--- src/common/pbpc_pkg.sv ---
package pbpc_pkg;
    // host register offsets
    localparam logic [7:0] OFS_CTRL = 8'h00;
    localparam logic [7:0] OFS_STATUS = 8'h04;
    localparam logic [7:0] OFS_LOCK_STATUS = 8'h08;
    // control register fields
    localparam int CTRL_GO_PROTECT = 0;
    localparam int CTRL_LOCKDOWN = 1;
    localparam int CTRL_GROUP_LSB = 4;
    localparam int CTRL_GO_QUERY = 8;
    localparam int CTRL_BA_LSB = 16;
    // status register fields
    localparam int ST_BUSY = 0;
    localparam int ST_INIT_DONE = 1;
    localparam int ST_LOCKED_DOWN = 2;
    localparam int ST_REFUSED = 3;
    localparam int ST_TIMEOUT = 4;
    localparam int ST_ATTEMPTS_LSB = 8;
    // device commands
    localparam logic [7:0] CMD_ENTRY1 = 8'h4C;
    localparam logic [7:0] CMD_ENTRY2 = 8'h03;
    localparam logic [7:0] CMD_ENTRY3 = 8'h1D;
    localparam logic [7:0] CMD_ENTRY4 = 8'h41;
    localparam logic [7:0] CMD_PROG_SETUP = 8'h80;
    localparam logic [7:0] CMD_PROG_CONFIRM = 8'h10;
    localparam logic [7:0] CMD_RESET = 8'hFF;
    localparam logic [7:0] CMD_LOCK_QUERY = 8'h7A;
    localparam logic [7:0] ADDR_ZERO = 8'h00;
    // lock status byte
    localparam logic [7:0] LOCK_STATUS_RST = 8'h0E;
    localparam int LOCK_ST_LOCKDOWN = 4;
    localparam int LOCK_ST_UNPROT = 3;
    localparam logic [4:0] MAX_ATTEMPTS = 5'h10;
    localparam int CLK_PERIOD_NS = 10;
    localparam int T_PWRUP_US = 100;
    localparam int T_INIT_BUSY_MAX_US = 2000;
    localparam int T_WB_NS = 100;
    localparam int PWRUP_CYC = (T_PWRUP_US * 1000 + CLK_PERIOD_NS - 1) / CLK_PERIOD_NS;
    localparam int INIT_BUSY_CYC = T_INIT_BUSY_MAX_US * 1000 / CLK_PERIOD_NS;
    localparam int WB_CYC = (T_WB_NS + CLK_PERIOD_NS - 1) / CLK_PERIOD_NS;
    localparam int WE_LO_CYC = 2;
    localparam int WE_HI_CYC = 2;
    localparam int RE_LO_CYC = 5;
    localparam int RE_HI_CYC = 2;
    localparam int CNT_W = 18;

    typedef enum logic [1:0] {
        PBPC_OP_INIT = 2'b00,
        PBPC_OP_PROTECT = 2'b01,
        PBPC_OP_QUERY = 2'b10
    } pbpc_op_t;

    typedef enum logic [2:0] {
        PBPC_K_CMD = 3'b000,
        PBPC_K_ADDR = 3'b001,
        PBPC_K_READ = 3'b010,
        PBPC_K_WAITRB = 3'b011,
        PBPC_K_DELAY = 3'b100,
        PBPC_K_END = 3'b101
    } pbpc_kind_t;

    typedef struct packed {
        pbpc_kind_t kind;
        logic [7:0] data;
    } pbpc_item_t;

    typedef struct packed {
        logic ce_n;
        logic cle;
        logic ale;
        logic we_n;
        logic re_n;
        logic wp_n;
        logic io_oe;
        logic [7:0] io_o;
    } pbpc_pins_t;
endpackage

--- src/hw/pbpc_host.sv ---
// Local design decisions: the register offsets and the AHB-Lite slave port.
`timescale 1ns/1ns
// Summary of operation
// device protects sixteen four-block groups
// device ships with no group protected
// protected groups never return unprotected
// protect allowed until lockdown, then refused
// protect: 4C 03 1D 41 80, addresses, 10
// lockdown variant puts 1Y in address four
// exit every protect sequence with FFh
// group n covers blocks 4n to 4n+3
// never reset during protect programming busy; the host still sends FFh once the ready/busy poll times out
// at most sixteen protect attempts in total
// query: 7Ah, three addresses, one byte
// query block address split over three cycles
// bit 3 low means permanently protected
// bit 2 low means volatile locked
// bits 1 and 0 show volatile lockdown
// permanent lockdown bit, upper bits zero
// ready/busy valid within 100 us
// first command after power-up is FFh
// initialization busy lasts at most 2 ms
// only 70h accepted during init busy
// shared enable uses enhanced status read
// after init device sits in read setup
// hold write protect low during power-up
// ready/busy low while operation runs
// protected blocks unchanged by program/erase
module pbpc_host
    import pbpc_pkg::*;
#(
    parameter int PWRUP_CYCLES = PWRUP_CYC,
    parameter int BUSY_TIMEOUT_CYCLES = INIT_BUSY_CYC
) (
    input wire logic hclk,
    input wire logic hresetn,
    input wire logic hsel,
    input wire logic [31:0] haddr,
    input wire logic [1:0] htrans,
    input wire logic hwrite,
    input wire logic [2:0] hsize,
    input wire logic [31:0] hwdata,
    input wire logic hready,
    output logic hreadyout,
    output logic hresp,
    output logic [31:0] hrdata,
    output pbpc_pkg::pbpc_pins_t nand_pins,
    input wire logic [7:0] nand_io_i,
    input wire logic ready_busy_out
);
    import pbpc_pkg::*;

    typedef enum logic [3:0] {
        PBPC_S_IDLE = 4'b0000,
        PBPC_S_FETCH = 4'b0001,
        PBPC_S_WR_LO = 4'b0010,
        PBPC_S_WR_HI = 4'b0011,
        PBPC_S_RD_LO = 4'b0100,
        PBPC_S_RD_HI = 4'b0101,
        PBPC_S_WB = 4'b0110,
        PBPC_S_POLL = 4'b0111,
        PBPC_S_DELAY = 4'b1000
    } pbpc_state_t;

    // sequence tables
    function automatic pbpc_item_t seq_item(pbpc_op_t op, logic [3:0] idx, logic lock,
                                            logic [3:0] grp, logic [11:0] ba);
        pbpc_item_t it;
        unique case (op)
            PBPC_OP_INIT: begin
                unique case (idx)
                    4'h0: it = '{kind: PBPC_K_DELAY, data: ADDR_ZERO};
                    4'h1: it = '{kind: PBPC_K_CMD, data: CMD_RESET};
                    4'h2: it = '{kind: PBPC_K_WAITRB, data: ADDR_ZERO};
                    default: it = '{kind: PBPC_K_END, data: ADDR_ZERO};
                endcase
            end
            PBPC_OP_PROTECT: begin
                unique case (idx)
                    4'h0: it = '{kind: PBPC_K_CMD, data: CMD_ENTRY1};
                    4'h1: it = '{kind: PBPC_K_CMD, data: CMD_ENTRY2};
                    4'h2: it = '{kind: PBPC_K_CMD, data: CMD_ENTRY3};
                    4'h3: it = '{kind: PBPC_K_CMD, data: CMD_ENTRY4};
                    4'h4: it = '{kind: PBPC_K_CMD, data: CMD_PROG_SETUP};
                    4'h5, 4'h6, 4'h7, 4'h9: it = '{kind: PBPC_K_ADDR, data: ADDR_ZERO};
                    4'h8: it = '{kind: PBPC_K_ADDR, data: {3'b000, lock, grp}};
                    4'hA: it = '{kind: PBPC_K_CMD, data: CMD_PROG_CONFIRM};
                    4'hB: it = '{kind: PBPC_K_WAITRB, data: ADDR_ZERO};
                    4'hC: it = '{kind: PBPC_K_CMD, data: CMD_RESET};
                    4'hD: it = '{kind: PBPC_K_WAITRB, data: ADDR_ZERO};
                    default: it = '{kind: PBPC_K_END, data: ADDR_ZERO};
                endcase
            end
            default: begin
                unique case (idx)
                    4'h0: it = '{kind: PBPC_K_CMD, data: CMD_LOCK_QUERY};
                    4'h1: it = '{kind: PBPC_K_ADDR, data: {ba[1:0], 6'h00}};
                    4'h2: it = '{kind: PBPC_K_ADDR, data: ba[9:2]};
                    4'h3: it = '{kind: PBPC_K_ADDR, data: {6'h00, ba[11:10]}};
                    4'h4: it = '{kind: PBPC_K_READ, data: ADDR_ZERO};
                    default: it = '{kind: PBPC_K_END, data: ADDR_ZERO};
                endcase
            end
        endcase
        return it;
    endfunction

    pbpc_state_t state_q, state_d;
    pbpc_op_t op_q, op_d;
    logic [3:0] idx_q, idx_d;
    logic [CNT_W-1:0] cnt_q, cnt_d;
    pbpc_pins_t pins_q, pins_d;
    logic lock_q, lock_d;
    logic [3:0] grp_q, grp_d;
    logic [11:0] ba_q, ba_d;
    logic init_done_q, init_done_d;
    logic locked_down_q, locked_down_d;
    logic refused_q, refused_d;
    logic timeout_q, timeout_d;
    logic [4:0] attempts_q, attempts_d;
    logic [7:0] lock_status_q, lock_status_d;
    logic wr_pend_q, wr_pend_d;
    logic [7:0] addr_q, addr_d;
    logic [31:0] hrdata_q, hrdata_d;
    logic [1:0] rb_sync_q, rb_sync_d;
    logic [7:0] io_s1_q, io_s1_d;
    logic [7:0] io_s2_q, io_s2_d;
    pbpc_item_t item;
    logic [31:0] ctrl_view;
    logic [31:0] status_view;
    logic go_protect;
    logic go_query;

    always_comb begin
        state_d = state_q;
        op_d = op_q;
        idx_d = idx_q;
        cnt_d = cnt_q;
        pins_d = pins_q;
        lock_d = lock_q;
        grp_d = grp_q;
        ba_d = ba_q;
        init_done_d = init_done_q;
        locked_down_d = locked_down_q;
        refused_d = refused_q;
        timeout_d = timeout_q;
        attempts_d = attempts_q;
        lock_status_d = lock_status_q;
        rb_sync_d = {rb_sync_q[0], ready_busy_out};
        io_s1_d = nand_io_i;
        io_s2_d = io_s1_q;
        item = seq_item(op_q, idx_q, lock_q, grp_q, ba_q);
        ctrl_view = 32'h0000_0000;
        ctrl_view[CTRL_LOCKDOWN] = lock_q;
        ctrl_view[CTRL_GROUP_LSB +: 4] = grp_q;
        ctrl_view[CTRL_BA_LSB +: 12] = ba_q;
        status_view = 32'h0000_0000;
        status_view[ST_BUSY] = (state_q != PBPC_S_IDLE);
        status_view[ST_INIT_DONE] = init_done_q;
        status_view[ST_LOCKED_DOWN] = locked_down_q;
        status_view[ST_REFUSED] = refused_q;
        status_view[ST_TIMEOUT] = timeout_q;
        status_view[ST_ATTEMPTS_LSB +: 5] = attempts_q;
        // bus slave
        wr_pend_d = hsel && htrans[1] && hready && hwrite;
        addr_d = wr_pend_d ? haddr[7:0] : addr_q;
        hrdata_d = hrdata_q;
        if (hsel && htrans[1] && hready && !hwrite) begin
            unique case (haddr[7:0])
                OFS_CTRL: hrdata_d = ctrl_view;
                OFS_STATUS: hrdata_d = status_view;
                OFS_LOCK_STATUS: hrdata_d = {24'h00_0000, lock_status_q};
                default: hrdata_d = 32'h0000_0000;
            endcase
        end
        go_protect = wr_pend_q && (addr_q == OFS_CTRL) && hwdata[CTRL_GO_PROTECT];
        go_query = wr_pend_q && (addr_q == OFS_CTRL) && hwdata[CTRL_GO_QUERY]
                   && !hwdata[CTRL_GO_PROTECT];
        if (wr_pend_q && (addr_q == OFS_STATUS)) begin
            refused_d = refused_q && !hwdata[ST_REFUSED];
            timeout_d = timeout_q && !hwdata[ST_TIMEOUT];
        end
        // fields feed the running sequence, so they only change while idle
        if (wr_pend_q && (addr_q == OFS_CTRL) && (state_q == PBPC_S_IDLE)) begin
            lock_d = hwdata[CTRL_LOCKDOWN];
            grp_d = hwdata[CTRL_GROUP_LSB +: 4];
            ba_d = hwdata[CTRL_BA_LSB +: 12];
        end
        if ((go_protect || go_query) && (state_q != PBPC_S_IDLE)) begin
            refused_d = 1'b1;
        end
        unique case (state_q)
            PBPC_S_IDLE: begin
                pins_d.ce_n = 1'b1;
                pins_d.io_oe = 1'b0;
                if (go_protect) begin
                    if (!init_done_q || locked_down_q || attempts_q == MAX_ATTEMPTS) begin
                        refused_d = 1'b1;
                    end else begin
                        op_d = PBPC_OP_PROTECT;
                        idx_d = 4'h0;
                        state_d = PBPC_S_FETCH;
                    end
                end else if (go_query) begin
                    if (!init_done_q) begin
                        refused_d = 1'b1;
                    end else begin
                        op_d = PBPC_OP_QUERY;
                        idx_d = 4'h0;
                        state_d = PBPC_S_FETCH;
                    end
                end
            end
            PBPC_S_FETCH: begin
                pins_d.ce_n = 1'b0;
                cnt_d = '0;
                unique case (item.kind)
                    PBPC_K_CMD, PBPC_K_ADDR: begin
                        pins_d.cle = (item.kind == PBPC_K_CMD);
                        pins_d.ale = (item.kind == PBPC_K_ADDR);
                        pins_d.we_n = 1'b0;
                        pins_d.io_oe = 1'b1;
                        pins_d.io_o = item.data;
                        state_d = PBPC_S_WR_LO;
                    end
                    PBPC_K_READ: begin
                        pins_d.re_n = 1'b0;
                        state_d = PBPC_S_RD_LO;
                    end
                    PBPC_K_WAITRB: state_d = PBPC_S_WB;
                    PBPC_K_DELAY: begin
                        pins_d.ce_n = 1'b1;
                        state_d = PBPC_S_DELAY;
                    end
                    default: begin
                        pins_d.ce_n = 1'b1;
                        state_d = PBPC_S_IDLE;
                        if (op_q == PBPC_OP_INIT) begin
                            init_done_d = 1'b1;
                            pins_d.wp_n = 1'b1;
                        end
                        if (op_q == PBPC_OP_PROTECT) begin
                            attempts_d = attempts_q + 5'h01;
                            if (lock_q) begin
                                locked_down_d = 1'b1;
                            end
                        end
                    end
                endcase
            end
            PBPC_S_WR_LO: begin
                cnt_d = cnt_q + 1'b1;
                if (cnt_q == CNT_W'(WE_LO_CYC - 1)) begin
                    pins_d.we_n = 1'b1;
                    cnt_d = '0;
                    state_d = PBPC_S_WR_HI;
                end
            end
            PBPC_S_WR_HI: begin
                cnt_d = cnt_q + 1'b1;
                if (cnt_q == CNT_W'(WE_HI_CYC - 1)) begin
                    pins_d.cle = 1'b0;
                    pins_d.ale = 1'b0;
                    pins_d.io_oe = 1'b0;
                    idx_d = idx_q + 4'h1;
                    state_d = PBPC_S_FETCH;
                end
            end
            PBPC_S_RD_LO: begin
                cnt_d = cnt_q + 1'b1;
                if (cnt_q == CNT_W'(RE_LO_CYC - 1)) begin
                    lock_status_d = io_s2_q;
                    pins_d.re_n = 1'b1;
                    cnt_d = '0;
                    state_d = PBPC_S_RD_HI;
                end
            end
            PBPC_S_RD_HI: begin
                cnt_d = cnt_q + 1'b1;
                if (cnt_q == CNT_W'(RE_HI_CYC - 1)) begin
                    idx_d = idx_q + 4'h1;
                    state_d = PBPC_S_FETCH;
                end
            end
            PBPC_S_WB: begin
                cnt_d = cnt_q + 1'b1;
                if (cnt_q == CNT_W'(WB_CYC - 1)) begin
                    cnt_d = '0;
                    state_d = PBPC_S_POLL;
                end
            end
            PBPC_S_POLL: begin
                cnt_d = cnt_q + 1'b1;
                if (rb_sync_q[1]) begin
                    idx_d = idx_q + 4'h1;
                    state_d = PBPC_S_FETCH;
                end else if (cnt_q == CNT_W'(BUSY_TIMEOUT_CYCLES - 1)) begin
                    timeout_d = 1'b1;
                    idx_d = idx_q + 4'h1;
                    state_d = PBPC_S_FETCH;
                end
            end
            PBPC_S_DELAY: begin
                cnt_d = cnt_q + 1'b1;
                if (cnt_q == CNT_W'(PWRUP_CYCLES - 1)) begin
                    idx_d = idx_q + 4'h1;
                    state_d = PBPC_S_FETCH;
                end
            end
            default: state_d = PBPC_S_IDLE;
        endcase
    end

    always_ff @(posedge hclk or negedge hresetn) begin
        if (!hresetn) begin
            state_q <= PBPC_S_FETCH;
            op_q <= PBPC_OP_INIT;
            idx_q <= 4'h0;
            cnt_q <= '0;
            pins_q <= '{ce_n: 1'b1, cle: 1'b0, ale: 1'b0, we_n: 1'b1, re_n: 1'b1,
                        wp_n: 1'b0, io_oe: 1'b0, io_o: 8'h00};
            lock_q <= 1'b0;
            grp_q <= 4'h0;
            ba_q <= 12'h000;
            init_done_q <= 1'b0;
            locked_down_q <= 1'b0;
            refused_q <= 1'b0;
            timeout_q <= 1'b0;
            attempts_q <= 5'h00;
            lock_status_q <= LOCK_STATUS_RST;
            wr_pend_q <= 1'b0;
            addr_q <= 8'h00;
            hrdata_q <= 32'h0000_0000;
            rb_sync_q <= 2'b00;
            io_s1_q <= 8'h00;
            io_s2_q <= 8'h00;
        end else begin
            state_q <= state_d;
            op_q <= op_d;
            idx_q <= idx_d;
            cnt_q <= cnt_d;
            pins_q <= pins_d;
            lock_q <= lock_d;
            grp_q <= grp_d;
            ba_q <= ba_d;
            init_done_q <= init_done_d;
            locked_down_q <= locked_down_d;
            refused_q <= refused_d;
            timeout_q <= timeout_d;
            attempts_q <= attempts_d;
            lock_status_q <= lock_status_d;
            wr_pend_q <= wr_pend_d;
            addr_q <= addr_d;
            hrdata_q <= hrdata_d;
            rb_sync_q <= rb_sync_d;
            io_s1_q <= io_s1_d;
            io_s2_q <= io_s2_d;
        end
    end

    assign hreadyout = 1'b1;
    assign hresp = 1'b0;
    assign hrdata = hrdata_q;
    assign nand_pins = pins_q;
endmodule // pbpc_host

--- config.mk ---
export PLATFORM = sky130hd
export DESIGN_NAME = pbpc_host
export DESIGN_NICKNAME = d
export VERILOG_FILES = /design/src/common/pbpc_pkg.sv /design/src/hw/pbpc_host.sv
export SDC_FILE = /design/constraint.sdc
export NUM_CORES = 1
export LEC_CHECK = 0
export ABC_AREA = 1
export BUFFER_PORTS_ARGS = -buffer_cell sky130_fd_sc_hd__buf_2
export CELL_PAD_IN_SITES_DETAIL_PLACEMENT = 0
export CELL_PAD_IN_SITES_GLOBAL_PLACEMENT = 2
export CORE_UTILIZATION = 33
export CTS_BUF_LIST = sky130_fd_sc_hd__clkbuf_2
export CTS_CLUSTER_DIAMETER = 60
export DETAILED_ROUTE_END_ITERATION = 8
export PLACE_DENSITY = 0.93
export SLEW_MARGIN = 30
export SYNTH_ARGS = -nofsm -noshare
export SYNTH_HDL_FRONTEND = slang
export SYNTH_SLANG_ARGS = --single-unit
--- constraint.sdc ---
create_clock -name hclk -period 2.03 [get_ports hclk]
set_input_delay 0.3045 -clock hclk [delete_from_list [all_inputs] [get_ports hclk]]
set_output_delay 0.3045 -clock hclk [all_outputs]
set_load 0.01 [all_outputs]
== Word-level counts from Yosys, hierarchy flattened ==
Index checks and enable logic that the tools add are counted.

* ROM bits: 0
* Register bits after elaboration: 135
* Memories kept: 0
* Memory bits (writable): 0
* Bits of input ports: 83
* Logic and storage cells: 193
* Bits in latches: 0
* Output and inout port bits: 49

* Eq/ne operators: 48
* Muxes and demuxes: 59
* Order comparisons: 0
* Reductions and logical operators: 56
* Div/mod/pow operators: 0
* $add $sub $neg: 3
* Multipliers: 0
* Bitwise operators: 1
* Shift operators: 0

{| class="wikitable"
|+ Operator list
! kind !! number
|-
| case mux 11 bit (10 select lines) || 1
|-
| case mux 18 bit (5 select lines) || 1
|-
| case mux 28 bit (3 select lines) || 1
|-
| 2-to-1 mux 4 bit || 19
|-
| case mux 11 bit (5 select lines) || 1
|-
| 2-to-1 mux 18 bit || 3
|-
| case mux 11 bit (3 select lines) || 1
|-
| equality test 4 x 3 -> 1 bit (second input constant) || 8
|-
| case mux 4 bit (4 select lines) || 2
|-
| case mux 4 bit (8 select lines) || 1
|-
| equality test 4 bit (second input constant) || 7
|-
| case mux 11 bit (2 select lines) || 1
|-
| adder 18 x 1 -> 18 bit (second input constant) || 1
|-
| equality test 18 x 1 -> 1 bit (second input constant) || 1
|-
| equality test 18 x 14 -> 1 bit (second input constant) || 1
|-
| equality test 18 bit (second input constant) || 1
|-
| equality test 18 x 3 -> 1 bit (second input constant) || 1
|-
| equality test 18 x 4 -> 1 bit (second input constant) || 1
|-
| AND reduction 3 bit || 6
|-
| equality test 4 x 2 -> 1 bit (second input constant) || 4
|-
| equality test 8 x 3 -> 1 bit (second input constant) || 2
|-
| zero test 8 bit || 2
|-
| 2-to-1 mux 1 bit || 16
|-
| logical AND 1 bit || 13
|-
| other kinds (35) || 72
|}

== Longest topological paths before layout ==
* Word-level depth: 11
* Gate-level depth with buffers: 15
* Gate-level depth less buffers: 15

== Worst setup path after synthesis ==
Ideal clock, no wire load.

* Path kind: register -> register
* Start: reg idx_q[0]
* End: reg pins_q, in the netlist nand_pins[2]
* Stages on the path, launching flop included: 13
* Slack: 0.182 ns
* Library setup time: 0.121 ns
* Required time: 1.909 ns
* Arrival time: 1.727 ns
* Path buffers: 1
* Period minus slack after synthesis: 1.848 ns
* Cells stage by stage: dfrtp_1 inv_1 ha_1 nand3_1 o21ai_2 nor2_1 nand2_2 nand2_2 nand2_4 nand3_4 buf_8 nand2_2 o21ai_2

* Cells in the longest elaborated chain, start to end: 7
* Elaborated cells between the ends (all ways): 24
* Classes of those cells: eq/ne (14); mux (4); reduce/logical (6)

{| class="wikitable"
|+ Ends and longest elaborated chain
! item !! line !! source
|-
| start: declaration || pbpc_host.sv:110 || <nowiki>logic [3:0] idx_q, idx_d;</nowiki>
|-
| start signal: assignment || pbpc_host.sv:340 || <nowiki>idx_q <= idx_d;</nowiki>
|-
| equality test 4 x 3 -> 1 bit or equality test 4 bit (tied branches) || pbpc_host.sv:79 || <nowiki>unique case (idx)</nowiki>
|-
| OR reduction 4 bit or OR reduction 2 bit (tied branches) || -- ||
|-
| case mux 11 bit (10 select lines) || pbpc_host.sv:79 ||
|-
| case mux 11 bit (2 select lines) (*) || pbpc_host.sv:69 || <nowiki>unique case (op)</nowiki>
|-
| equality test 3 x 1 -> 1 bit or zero test 3 bit (tied branches) || pbpc_host.sv:217 || <nowiki>unique case (item.kind)</nowiki>
|-
| OR reduction 2 bit || -- ||
|-
| AND reduction 2 bit (no source line) || -- ||
|-
| end signal: assignment || pbpc_host.sv:320 || <nowiki>pins_q <= '{ce_n: 1'b1, cle: 1'b0, ale: 1'b0, we_n: 1'b1, re_n: 1'b1,</nowiki>
|-
| end signal: assignment || pbpc_host.sv:342 || <nowiki>pins_q <= pins_d;</nowiki>
|-
| end: declaration || pbpc_host.sv:112 || <nowiki>pbpc_pins_t pins_q, pins_d;</nowiki>
|}

Every way passes the cells marked *; elsewhere a longest branch is shown, timed or not.
A chain may end at the register's enable or synchronous reset.

== Worst setup path in the final report ==
* Start: reg idx_q[1]
* End: reg pins_q, in the netlist nand_pins[7]

The elaborated chain is that of the path after synthesis.

==> results.yml <==
cells_and_area:
  multi_input_area_mm2: 0.002825
  drive_above_1_share: 0.2735
  finalInstanceArea_mm2: 0.008327
  fin_util: 0.4407
  fillers: 1942
  nNetsFinal: 1048
  syn2layout_area_growth_pct: 29.83
  fin_cells: 1229
  seqCellArea_mm2: 0.003216
  antenna_cells: 0
logic_synthesis:
  synthCells: 777
  yosys.area.top_type_share: 0.4721
  synth_cell_types: 44
  ys_ff_latch: 128
  synth.cell_area_mm2: 0.006414
  synth-seq-area-share: 0.5008
  netlist_top_cells_area: "dfrtp_1 (47%), nand2_1 (12%), o21ai_0 (6.2%)"
  syn_area_per_cell_um2: 8.254
  synth_top_cell_by_area: "dfrtp_1"
  ys_warn_count: 0
setup_path:
  critical_path_class: "flop to flop"
  reg2reg_to: "nand_pins[7]"
  cp-start-kind: "flop"
  reg2reg_from: "idx_q[1]"
  critPathSlowestCell: "dfrtp_2"
  path_cells: "buf_4, ha_4, nor2_4, a21oi_1, nor2_2, nand2_2, nand2_4, nand2_8, nand3_4, buf_12, nand2_1, o21ai_2"
  slowest_delay_ns: 0.49
  r2r_cells: 12
  end_kind: "flop"
  worstPathArrival_ns: 2.53
  r2r_slack_ns: 0.12
  worstPathMaxFanout: 7
  worstPathRequired_ns: 2.65
detailed_routing:
  drtAntennaViolNets: 0
  drt_iter0_markers: 319
  drt-pass1-iter-count: 6
  routed_via_density: 4.591
  wl_per_cell_um: 13.48
  dr_total_vias: 5642
  routed_wl_um: 16560
  drcViolationCount: 0
sta:
  worst_hold_slack_ns: 0.1143
  fin_skew_ns: 0.03811
  hold_viol: 0
  drv_slew: 0
  finalSetupViolCount: 0
  fin_crit_sh: 0.9409
  fmax_mhz: 523.6
  worst_pin_slew_ns: 0.5377
  relSlewSlack: 0.6415
  period_minus_slack_ns: 1.910
die:
  dieArea_mm2: 0.02000
  die_w_um: 141.4
  core_area_mm2: 0.01889
  die_height_um: 141.4
  ios: 132
  start_util: 0.3395
  rows: 50
global_route:
  grt_max_degree: 37
  grt_use_total: 0.1739
  grt_pass1_vias: 5522
  overflow: 0
  grt_pass1_wl_um: 27470
  antenna_found_initial: 0
clock_network:
  cts.sinks: 128
  cts_buffer_depth: 2
  clkLatencyLatePin_ns: 0.68
  cts_tree: "done"
  cts_buffers: 17
  clkTransAtPathRegs_ns: 0.21
  htree_levels: 4
  clockRootBuffer: "clkbuf_2"
power:
  p_total_mw: 4.617
  power_density_mw_per_mm2: 554.5
  irDropWorstVdd_mv: 0.3238
  p_leak_nw: 4.053
flow_run:
  drv_cap: 0
place:
  port_buffers: 82
  gp_congestion: 0.9145
  dp_hpwl_um: 12310
  placed_area_mm2: 0.007423
  place_inst: 1144
min_path:
  hp-class: "input pin to asynchronous set/reset pin"
outcome:
  outcome: "finished clean"
worst max-delay path by stage:
| stage | to | depth (start not counted) | startpoint | slack (ns) |
|---|---|---|---|---|
| 3_3_place_gp | locked_down_q | 13 | idx_q[1] | 0.007 |
| 3_5_place_dp | nand_pins[5] | 14 | idx_q[0] | 0.00007 |
| 4_1_cts | nand_pins[4] | 12 | idx_q[0] | 0.003 |
| 5_1_grt | state_q[1] | 15 | idx_q[1] | -0.02 |
| 2_1_floorplan | nand_pins[2] | 12 | idx_q[0] | 0.18 |
| 6_report | nand_pins[7] | 12 | idx_q[1] | 0.12 |
report_power, final:
group          internal (mW)  leakage (nW)  switching (mW)
registers               2.61          1.60          0.0278
clock network          0.701         0.152            1.01
logic                  0.120          2.31           0.145
total                   3.44          4.05            1.18
area by class of cell:
type	count	share of cell area
Clock inverter	13	0.01953
Sequential cell	128	0.3862
Tap cell	260	0.03907
Clock buffer	19	0.01142
Timing Repair Buffer	176	0.1573
Inverter	104	0.04718
Multi-Input combinational cell	529	0.3393
per-layer routing:
metal,vias to the layer above,share of wire,GRT usage
li1,2864,-,-
met1,2638,0.48,0.2335
met2,123,0.48,0.2903
met3,17,0.035,0.03172
met4,0,0.011,0.04244
met5,-,0,0
registers in the layout, indices dropped and copies added, names as in the netlist, 2 cells and up:
register / flops
hrdata: 25
cnt_q: 18
nand_pins: 14
ba_q: 12
addr_q: 8
io_s1_q: 8
io_s2_q: 8
lock_status_q: 8
attempts_q: 5
grp_q: 4
idx_q: 4
state_q: 4
op_q: 2
rb_sync_q: 2
stage by stage:
| stage | setup TNS (ns) | worst slack, ns |
|---|---|---|
| 6_report | 0 | 0.1200 |
| 5_1_grt | -0.04433 | -0.02040 |
| 4_1_cts | 0 | 0.003331 |
| 3_5_place_dp | 0 | 0.00006706 |
| 3_3_place_gp | 0 | 0.007372 |
| 2_1_floorplan | 0 | 0.1817 |
repair_timing:
item,in CTS,in global routing
pin swaps,1,12
setup endpoints to repair,12,41
resized for setup,5,40
hold buffers,40,0
setup buffers,1,12
endpoints found under the hold margin,165,0
worst max-delay path: cells and delay by family (launching register included):
| kind | cells | cell delay (ns) |
|---|---|---|
| simple gates | 7 | 0.75 |
| flops | 1 | 0.49 |
| buf+inv | 2 | 0.30 |
| fa+ha+maj | 1 | 0.18 |
| compound gates | 2 | 0.14 |
placed cells by master, fill, tap and decap left out, types with 4 or more instances in the layout:
cell | synthesis | final
nand2_1 | 201 | 197
dfrtp_1 | 121 | 118
buf_2 | 6 | 81
inv_1 | 88 | 79
o21ai_0 | 79 | 79
nand3_1 | 51 | 48
buf_4 | 10 | 47
nor2_1 | 47 | 43
dlygate4sd3_1 | 0 | 40
inv_2 | 15 | 23
clkbuf_2 | 0 | 19
nand2_2 | 12 | 15
o22ai_1 | 15 | 15
a21oi_1 | 14 | 13
o21ai_1 | 13 | 11
xor2_1 | 11 | 11
nor2_2 | 9 | 9
o21ai_2 | 7 | 9
conb_1 | 2 | 9
nand4_1 | 8 | 8
o211ai_1 | 8 | 8
dfstp_2 | 7 | 7
buf_12 | 0 | 7
nor2_4 | 2 | 6
nor3_1 | 6 | 5
nor4_1 | 4 | 4
cells by family (layout without fill, tap and decap cells):
| kind of cell | Yosys count | in the layout | share of synthesized area |
|---|---|---|---|
| XOR/XNOR | 12 | 12 | 0.01639 |
| AND/OR/NAND/NOR | 355 | 355 | 0.2540 |
| flip-flops | 128 | 128 | 0.5008 |
| adder cells (fa/ha/maj) | 9 | 9 | 0.01756 |
| other | 2 | 9 | 0.001171 |
| buffers and inverters | 127 | 312 | 0.08427 |
| AO/OA/AOI/OAI | 144 | 144 | 0.1258 |
cell usage after synthesis, drive strengths merged:
library cell,number
nand2,214
dfrtp,121
inv,103
o21ai,99
nor2,58
nand3,52
buf,18
a21oi,15
o22ai,15
nor3,11
xor2,11
ha,9
nand4,8
o211ai,8
dfstp,7
clkbuf,5
nor4,5
nand3b,4
o31ai,3
or2,3
a22oi,2
conb,2
a31oi,1
clkinv,1
o221ai,1
xnor2,1
No activity file was read; power rests on OpenSTA's default activity.
